===== config.mk =====
export PLATFORM = sky130hd
export DESIGN_NAME = rsc_top
export DESIGN_NICKNAME = d
export VERILOG_FILES = /design/src/rsc_pkg.sv /design/src/rsc_top.sv
export SDC_FILE = /design/constraint.sdc
export NUM_CORES = 1
export LEC_CHECK = 0
export ABC_AREA = 0
export BUFFER_PORTS_ARGS = -buffer_cell sky130_fd_sc_hd__buf_2
export CAP_MARGIN = 30
export CORE_ASPECT_RATIO = 1.2
export CORE_UTILIZATION = 30
export CTS_BUF_LIST = sky130_fd_sc_hd__clkbuf_4 sky130_fd_sc_hd__clkbuf_8
export CTS_CLUSTER_SIZE = 8
export DETAILED_ROUTE_END_ITERATION = 6
export GPL_TIMING_DRIVEN = 1
export PLACE_DENSITY = 0.68
export SLEW_MARGIN = 5
export SYNTH_ARGS = -nofsm -noshare
export SYNTH_HDL_FRONTEND = slang
export SYNTH_SLANG_ARGS = --single-unit

===== constraint.sdc =====
create_clock -name hclk -period 3.2 [get_ports hclk]
set_input_delay 0 -clock hclk [delete_from_list [all_inputs] [get_ports hclk]]
set_output_delay 0 -clock hclk [all_outputs]
set_load 0.05 [all_outputs]

===== src/rsc_pkg.sv =====
// shared constants for the reset source controller
package rsc_pkg;

  // clock and timing figures
  localparam int  CLK_PERIOD_NS   = 100;                            // hclk period
  localparam int  MCD_TIMEOUT_US  = 100;                            // missing clock timeout
  localparam int  MCD_TIMEOUT_CYC = MCD_TIMEOUT_US * 1000 / CLK_PERIOD_NS;
  localparam real POR_DELAY_MS    = 0.3;                            // power-on release delay
  localparam int  POR_DELAY_CYC   = int'($ceil(POR_DELAY_MS * 1.0e6 / CLK_PERIOD_NS));
  localparam int  EXIT_MAX_US     = 60;                             // release to execution, max
  localparam int  EXIT_MAX_CYC    = EXIT_MAX_US * 1000 / CLK_PERIOD_NS;
  localparam int  EXIT_MIN_CYC    = 3;                              // pin settle after release
  localparam int  CNT_W           = 12;                             // timer width

  // register map: printed offset is an index, byte address is four times it
  localparam logic [9:0] CAUSE_IDX = 10'h0ff;                      // cause / enable register
  localparam logic [9:0] ENVIEW_IDX = 10'h100;                     // stored enable view

  // reset cause / enable bit positions
  localparam int BIT_PIN = 0;
  localparam int BIT_POR = 1;
  localparam int BIT_MCD = 2;
  localparam int BIT_WDT = 3;
  localparam int BIT_SW  = 4;
  localparam int BIT_CMP = 5;
  localparam int BIT_OTP = 6;
  localparam int FLAG_W  = 7;                                       // bit 7 is unused
  localparam logic [FLAG_W-1:0] FLAGS_POR_ONLY = 7'h02;             // flags after power-on

  // user code space limits, by memory size selection
  localparam logic [1:0]  MEM_8K    = 2'h0;
  localparam logic [1:0]  MEM_4K    = 2'h1;
  localparam logic [1:0]  MEM_2K    = 2'h2;
  localparam logic [12:0] LIMIT_8K  = 13'h1dff;
  localparam logic [12:0] LIMIT_4K  = 13'h0fff;
  localparam logic [12:0] LIMIT_2K  = 13'h07ff;

  // restart values
  localparam logic [3:0]  WDT_DIV    = 4'hc;                       // watchdog clock divider
  localparam logic [15:0] PC_RESET   = 16'h0000;                   // execution start address
  localparam logic [7:0]  PORT_RESET = 8'hff;                      // port latch value in reset

  // ahb-lite encodings
  localparam logic [1:0] HTRANS_NONSEQ = 2'h2;
  localparam logic       HRESP_OKAY    = 1'h0;

  // controller states
  typedef enum logic [2:0] {
    ST_POR_DELAY,
    ST_HOLD,
    ST_EXIT,
    ST_RUN
  } rsc_state_t;

endpackage : rsc_pkg


===== src/rsc_top.sv =====
// Decided for this implementation: the AHB-Lite interface to the registers.
`timescale 1ns/10ps
module rsc_top #(
  parameter logic [1:0] MEM_SEL  = rsc_pkg::MEM_8K,         // code memory size selection
  parameter int         MCD_CYC  = rsc_pkg::MCD_TIMEOUT_CYC, // missing clock timeout, cycles
  parameter int         POR_CYC  = rsc_pkg::POR_DELAY_CYC,   // power-on release delay, cycles
  parameter int         EXIT_CYC = rsc_pkg::EXIT_MAX_CYC     // longest exit wait, cycles
) (
  // clock and power-on reset
  input  wire logic        hclk,
  input  wire logic        hresetn,
  // ahb-lite slave
  input  wire logic        hsel,
  input  wire logic [31:0] haddr,
  input  wire logic [1:0]  htrans,
  input  wire logic        hwrite,
  input  wire logic [2:0]  hsize,
  input  wire logic [31:0] hwdata,
  input  wire logic        hready,
  output logic             hreadyout,
  output logic             hresp,
  output logic [31:0]      hrdata,
  // asynchronous reset sources and oscillator status
  input  wire logic        supply_low,
  input  wire logic        comparator_below,
  input  wire logic        sys_clk_mon,
  input  wire logic        osc_stable,
  // same-clock reset sources
  input  wire logic        watchdog_expire,
  input  wire logic        code_access,
  input  wire logic [12:0] code_addr,
  // reset pin, open drain
  input  wire logic        rst_pin_i,
  output logic             rst_pin_o,
  output logic             rst_pin_oe_n,
  // reset state to the core
  output logic             core_reset,
  output logic             sp_reload,
  output logic [7:0]       port_latch_val,
  output logic             port_open_drain,
  output logic             weak_pullup_en,
  // restart controls
  output logic             restart,
  output logic [15:0]      restart_pc,
  output logic [3:0]       wdt_clk_div,
  // enables seen by monitors
  output logic             supply_monitor_en,
  output logic             clock_loss_detector_en
);
  import rsc_pkg::*;

  // timer limits sized to the counters
  localparam logic [CNT_W-1:0] MCD_LIM  = CNT_W'(MCD_CYC);
  localparam logic [CNT_W-1:0] POR_LIM  = CNT_W'(POR_CYC - 1);
  localparam logic [CNT_W-1:0] EXIT_LIM = CNT_W'(EXIT_CYC - 1);
  localparam logic [CNT_W-1:0] EXIT_MIN = CNT_W'(EXIT_MIN_CYC);
  localparam int               EXIT_WIN = EXIT_MAX_CYC;       // exit bound for checks

  // whole state of the controller
  typedef struct packed {
    rsc_state_t        st;          // controller state
    logic [CNT_W-1:0]  cnt;         // delay counter
    logic [CNT_W-1:0]  mcd_cnt;     // cycles since last monitored clock edge
    logic              pin_s1;      // pin synchroniser
    logic              pin_s2;
    logic              sup_s1;      // supply low synchroniser
    logic              sup_s2;
    logic              cmp_s1;      // comparator synchroniser
    logic              cmp_s2;
    logic              mon_s1;      // monitored clock synchroniser
    logic              mon_s2;
    logic              mon_s3;      // previous monitored level
    logic              osc_s1;      // oscillator stable synchroniser
    logic              osc_s2;
    logic [FLAG_W-1:0] flags;       // last reset cause
    logic              en_mon;      // supply monitor enable
    logic              en_mcd;      // clock-loss detector enable
    logic              en_cmp;      // comparator reset enable
    logic              sp_pls;      // stack pointer reload pulse
    logic              exit_pls;    // restart pulse
    logic              wr_hit;      // write data phase pending
    logic [31:0]       rdata;       // read data
  } rsc_regs_t;

  localparam rsc_regs_t REGS_RST = '{st: ST_POR_DELAY, pin_s1: 1'h1, pin_s2: 1'h1,
                                     flags: FLAGS_POR_ONLY, default: '0};

  rsc_regs_t s_reg;   // registered state
  rsc_regs_t s_next;  // next state

  // user code limit for the selected memory size
  function automatic logic [12:0] code_limit(input logic [1:0] sel);
    case (sel)
      MEM_4K:  code_limit = LIMIT_4K;
      MEM_2K:  code_limit = LIMIT_2K;
      default: code_limit = LIMIT_8K;
    endcase
  endfunction : code_limit

  // source decode
  logic              pin_low;     // synchronised pin low, including our own drive
  logic              drive;       // pulling the reset pin low
  logic              src_pin;
  logic              src_sup;
  logic              src_cmp;
  logic              src_mcd;
  logic              src_otp;
  logic              src_sw;
  logic              src_monwr;
  logic              armed;       // new sources are being accepted
  logic              src_any;
  logic              acc;         // bus address phase accepted
  logic              hit_cause;
  logic              hit_view;
  logic [FLAG_W-1:0] cause;

  // level and event sources
  always_comb begin
    drive     = (s_reg.st != ST_RUN) && (s_reg.st != ST_EXIT) && s_reg.flags[BIT_POR];
    pin_low   = !s_reg.pin_s2;
    src_pin   = pin_low;
    src_sup   = s_reg.en_mon && s_reg.sup_s2;
    src_cmp   = s_reg.en_cmp && s_reg.cmp_s2;
    src_mcd   = s_reg.en_mcd && (s_reg.mcd_cnt == MCD_LIM);
    src_otp   = code_access && (code_addr > code_limit(MEM_SEL));
    src_sw    = s_reg.wr_hit && hwdata[BIT_SW];
    src_monwr = s_reg.wr_hit && hwdata[BIT_POR] && !s_reg.en_mon;
    armed     = (s_reg.st == ST_RUN) || ((s_reg.st == ST_EXIT) && (s_reg.cnt >= EXIT_MIN));
    src_any   = src_pin || src_sup || src_cmp || src_mcd || src_otp || watchdog_expire
                || (s_reg.st == ST_RUN && (src_sw || src_monwr));
  end

  // cause vector captured at reset entry
  always_comb begin
    cause = '0;
    if (src_sup || (s_reg.st == ST_RUN && src_monwr)) begin
      cause[BIT_POR] = 1'h1;
    end else begin
      cause[BIT_PIN] = src_pin;
      cause[BIT_MCD] = src_mcd;
      cause[BIT_WDT] = watchdog_expire;
      cause[BIT_SW]  = s_reg.st == ST_RUN && src_sw;
      cause[BIT_CMP] = src_cmp;
      cause[BIT_OTP] = src_otp;
    end
  end

  // bus address decode
  always_comb begin
    acc       = hsel && hready && (htrans == HTRANS_NONSEQ);
    hit_cause = haddr[11:2] == CAUSE_IDX;
    hit_view  = haddr[11:2] == ENVIEW_IDX;
  end

  // next state
  always_comb begin
    s_next          = s_reg;
    s_next.sp_pls   = 1'h0;
    s_next.exit_pls = 1'h0;
    // synchronisers
    s_next.pin_s1 = rst_pin_i;
    s_next.pin_s2 = s_reg.pin_s1;
    s_next.sup_s1 = supply_low;
    s_next.sup_s2 = s_reg.sup_s1;
    s_next.cmp_s1 = comparator_below;
    s_next.cmp_s2 = s_reg.cmp_s1;
    s_next.mon_s1 = sys_clk_mon;
    s_next.mon_s2 = s_reg.mon_s1;
    s_next.mon_s3 = s_reg.mon_s2;
    s_next.osc_s1 = osc_stable;
    s_next.osc_s2 = s_reg.osc_s1;
    // missing clock one-shot: any edge restarts it
    if (!s_reg.en_mcd || (s_reg.mon_s2 != s_reg.mon_s3)) begin
      s_next.mcd_cnt = '0;
    end else if (s_reg.mcd_cnt != MCD_LIM) begin
      s_next.mcd_cnt = s_reg.mcd_cnt + 1'h1;
    end
    // bus: reads registered at the address phase
    s_next.wr_hit = acc && hwrite && (hit_cause || hit_view);
    s_next.rdata  = '0;
    if (acc && !hwrite && hit_cause) begin
      s_next.rdata[FLAG_W-1:0] = s_reg.flags;
    end else if (acc && !hwrite && hit_view) begin
      s_next.rdata[BIT_POR] = s_reg.en_mon;
      s_next.rdata[BIT_MCD] = s_reg.en_mcd;
      s_next.rdata[BIT_CMP] = s_reg.en_cmp;
    end
    // write data phase, only while the core runs; bit 7 is dropped
    if (s_reg.wr_hit && s_reg.st == ST_RUN) begin
      s_next.en_mon = hwdata[BIT_POR];
      s_next.en_mcd = hwdata[BIT_MCD];
      s_next.en_cmp = hwdata[BIT_CMP];
    end
    // sequencer
    case (s_reg.st)
      // power-up release delay
      ST_POR_DELAY: begin
        s_next.cnt = s_reg.cnt + 1'h1;
        if (s_reg.cnt == POR_LIM) begin
          s_next.st  = ST_EXIT;
          s_next.cnt = '0;
        end
      end
      // held by a level source; pin ignored while we drive it
      ST_HOLD: begin
        if (!(src_sup || src_cmp || (src_pin && !drive))) begin
          s_next.st     = ST_EXIT;
          s_next.cnt    = '0;
          // comparator enable returns to its reset value once the hold ends
          s_next.en_cmp = 1'h0;
        end
      end
      // wait for a stable clock, bounded
      ST_EXIT: begin
        s_next.cnt = s_reg.cnt + 1'h1;
        if (s_reg.cnt >= EXIT_MIN && (s_reg.osc_s2 || s_reg.cnt >= EXIT_LIM)) begin
          s_next.st       = ST_RUN;
          s_next.exit_pls = 1'h1;
        end
      end
      ST_RUN: begin
        s_next.cnt = '0;
      end
      default: begin
        s_next.st = ST_HOLD;
      end
    endcase
    // reset entry: latch cause, clear clock-loss enable, keep monitor
    if (armed && src_any) begin
      s_next.st     = ST_HOLD;
      s_next.cnt    = '0;
      s_next.flags  = cause;
      s_next.sp_pls = 1'h1;
      s_next.en_mcd = 1'h0;
      // a comparator reset keeps its enable so the hold lasts while the input
      // stays below; any other cause drops it at once
      s_next.en_cmp = src_cmp;
      s_next.en_mon = s_reg.en_mon || (s_reg.st == ST_RUN && src_monwr);
    end
  end

  // state register; power-on clears the monitor enable
  always_ff @(posedge hclk or negedge hresetn) begin
    if (!hresetn) begin
      s_reg <= REGS_RST;
    end else begin
      s_reg <= s_next;
    end
  end

  // outputs
  always_comb begin
    hreadyout              = 1'h1;
    hresp                  = HRESP_OKAY;
    hrdata                 = s_reg.rdata;
    rst_pin_o              = 1'h0;
    rst_pin_oe_n           = !drive;
    core_reset             = s_reg.st != ST_RUN;
    sp_reload              = s_reg.sp_pls;
    port_latch_val         = PORT_RESET;
    port_open_drain        = core_reset;
    weak_pullup_en         = 1'h1;
    restart                = s_reg.exit_pls;
    restart_pc             = PC_RESET;
    wdt_clk_div            = WDT_DIV;
    supply_monitor_en      = s_reg.en_mon;
    clock_loss_detector_en = s_reg.en_mcd;
  end
endmodule : rsc_top

==> flow_summary.json <==
{
  "status": "finished, violations left",
  "violations": "DRC",
  "leakage_nw": 1.75,
  "finalNonFillerCells": 540,
  "clockBufferDepth": 2,
  "grt_max_degree": 43,
  "cp-start-kind": "flop",
  "fin_crit_ns": 2.67,
  "cp.arrival_ns": 2.89,
  "use_met1_pct": 13.4,
  "synth_cell_types": 56,
  "hp-start": "hwdata[5]",
  "first_iter_violations": 104,
  "gr-total-overflow": 0,
  "reg2reg_from": "s_reg[81]",
  "path_max_fanout": 19,
  "hold_violations": 0,
  "final_cell_mix": "conb_1 (57), dfrtp_1 (54), buf_2 (45)",
  "largest_register_ffs": 40,
  "async_flop_share_pct": 100,
  "rsz0062_at_grt": "false",
  "path_class": "reg2reg",
  "worst_pin_slew_ns": 0.896,
  "htree_levels": 3,
  "synth-main-ff-cell": "dfrtp_1",
  "grt_pass1_wl_um": 11100,
  "cts_tree": "built",
  "clock_skew_ns": 0.00978,
  "drc_errors": 7,
  "fp.dieW_um": 98.4,
  "fin_crit_sh_pct": 83.5,
  "yosys_warnings": 0,
  "die_y_um": 118,
  "nFillCells": 1087,
  "cp_top_family": "simple AND/OR/NAND/NOR gates",
  "antenna_found_initial": 0,
  "grt_use_met3_pct": 4.10,
  "required_ns": 3.42,
  "layout_commonest_cell": "conb_1",
  "slew_viol_final": 0,
  "synth_edf_count": 0,
  "synthToLayoutAreaGrowth_pct": 12.2,
  "syn_inst": 351,
  "vias": 2453,
  "drt_first_pass_iters": 7,
  "cp_cell_sequence": "ha_1, nand3_1, o21ai_1, a2111oi_1, nor2_2, mux2_2",
  "end_kind": "flop",
  "startpoint": "s_reg[81]",
  "clkTransAtPathRegs_ns": 0.07,
  "cpPeakStageDelay_ns": 0.73,
  "power_density_mw_per_mm2": 605,
  "setup_violations": 0,
  "die_area_mm2": 0.0116,
  "dp_hpwl_um": 4660,
  "final_antenna_net_count": 0,
  "drv_cap": 0,
  "track_usage_pct": 11.9,
  "fp.coreArea_mm2": 0.0107,
  "yosysSeqAreaShare_pct": 42.7,
  "ios": 165,
  "hold_depth": 4,
  "antenna_cells": 0,
  "hp-class": "in2reg",
  "crit_slowest_cell": "nor2_2",
  "holdPathEnd": "s_reg[35]",
  "place_inst": 511,
  "avgSynthCellArea_um2": 9.53,
  "cts_buffers": 9,
  "r2r_end": "s_reg[44]",
  "vdd_drop_max_mv": 0.261,
  "wl_um": 6480,
  "fmax_ghz": 0.374,
  "r2r_cells": 6,
  "netlist_area_mm2": 0.00335,
  "grt_pass1_vias": 2412,
  "cp_num_buf_inv": 0,
  "setup-tns-final_ns": 0,
  "portBuffers": 45,
  "cts_root_buf": "clkbuf_8",
  "core.rowCount": 41,
  "grt-busiest-layer": "met2",
  "start_util_pct": 31.4,
  "whs_ns": 0.0798,
  "r2r_slack_ns": 0.53,
  "grtUsageMet2_pct": 20.7,
  "tritoncts_num_sinks": 57,
  "fin_nets": 509,
  "drive_above_1_share_pct": 20.4,
  "synth-seq-cells": 57,
  "clk_latency_ns": 0.34,
  "place_congestion": 0.838,
  "slew-limit-headroom_pct": 40.2,
  "vias_per_cell": 4.54,
  "wl_per_cell_um": 12.0
}
==> report_power, final <==
group	internal [mW]	switching (mW)
registers	0.784	0.0494
logic	0.255	0.591
clock network	0.313	0.277
==> cell usage after synthesis (4+ instances only) <==
cell / count / area, um2
nand3_1: 13 / 65.1
nand3b_1: 8 / 60.1
dfrtp_1: 54 / 1350
nor3_1: 7 / 35.0
a21oi_1: 16 / 80.1
and2_1: 5 / 31.3
and3_1: 4 / 25.0
o21ai_0: 22 / 110
nor2_1: 30 / 113
inv_1: 11 / 41.3
ha_1: 9 / 113
nand2_1: 18 / 67.6
xnor2_1: 5 / 43.8
buf_4: 66 / 495
xor2_1: 5 / 43.8
nand4_1: 7 / 43.8
nor4_1: 4 / 25.0
==> worst register-to-register path, delay by kind of cell, from the launching register on <==
kind            cells  cell delay, ns
compound gates      2            0.35
fa+ha+maj           1            0.47
flops               1            0.43
mux                 1            0.42
simple gates        2            0.88
==> repair_timing <==
action                    4_1_cts  5_1_grt
resized for setup               0        0
hold buffers                   12        0
buffers inserted                0        0
hold endpoints to repair       48        0
==> worst max path at each step <==
stage | slack, ns | endpoint | cells after the start
finish | 0.53 | s_reg[44] | 6
global placement | 0.56 | s_reg[44] | 6
CTS | 0.46 | s_reg[44] | 6
detailed placement | 0.49 | s_reg[44] | 6
floorplan | 1.02 | s_reg[81] | 7
global route | 0.36 | s_reg[44] | 6
==> area by class of cell <==
class	instances	area [um2]	share of cell area [%]
Multi-Input combinational cell	266	1550	41.4
Sequential cell	57	1430	38.1
Timing Repair Buffer	61	395	10.5
Tap cell	129	161	4.30
Clock buffer	12	153	4.07
Inverter	11	41.3	1.10
Clock inverter	4	20.0	0.533
==> stage by stage <==
step	power, mW	utilization (%)	instance area [um2]	worst slack, ns
after floorplan	1.58	-	3550	1.02
after global placement	1.66	32.2	3430	0.556
after detailed placement	1.68	32.2	3430	0.490
after CTS	2.29	34.9	3730	0.460
after global routing	2.41	35.2	3750	0.356
final	2.27	35.2	3750	0.530
==> kinds of logic (layout without fill, tap and decap cells) <==
family,after synthesis,in the layout,share of synthesized area [%]
flip-flops,57,57,42.7
AO/OA/AOI/OAI,62,62,11.5
AND/OR/NAND/NOR,123,123,20.9
other,2,57,0.224
adder cells (fa/ha/maj),9,9,3.37
XOR/XNOR,10,10,2.62
buffers and inverters,83,88,17.0
multiplexers,5,5,1.61
==> metal layers <==
layer / routed length [um] / vias to the layer above
met3: 327 / 6
met4: 93 / 0
met1: 2670 / 1170
met5: 0 / -
met2: 3380 / 66
li1: - / 1211
(Power assumes the default switching activity.)
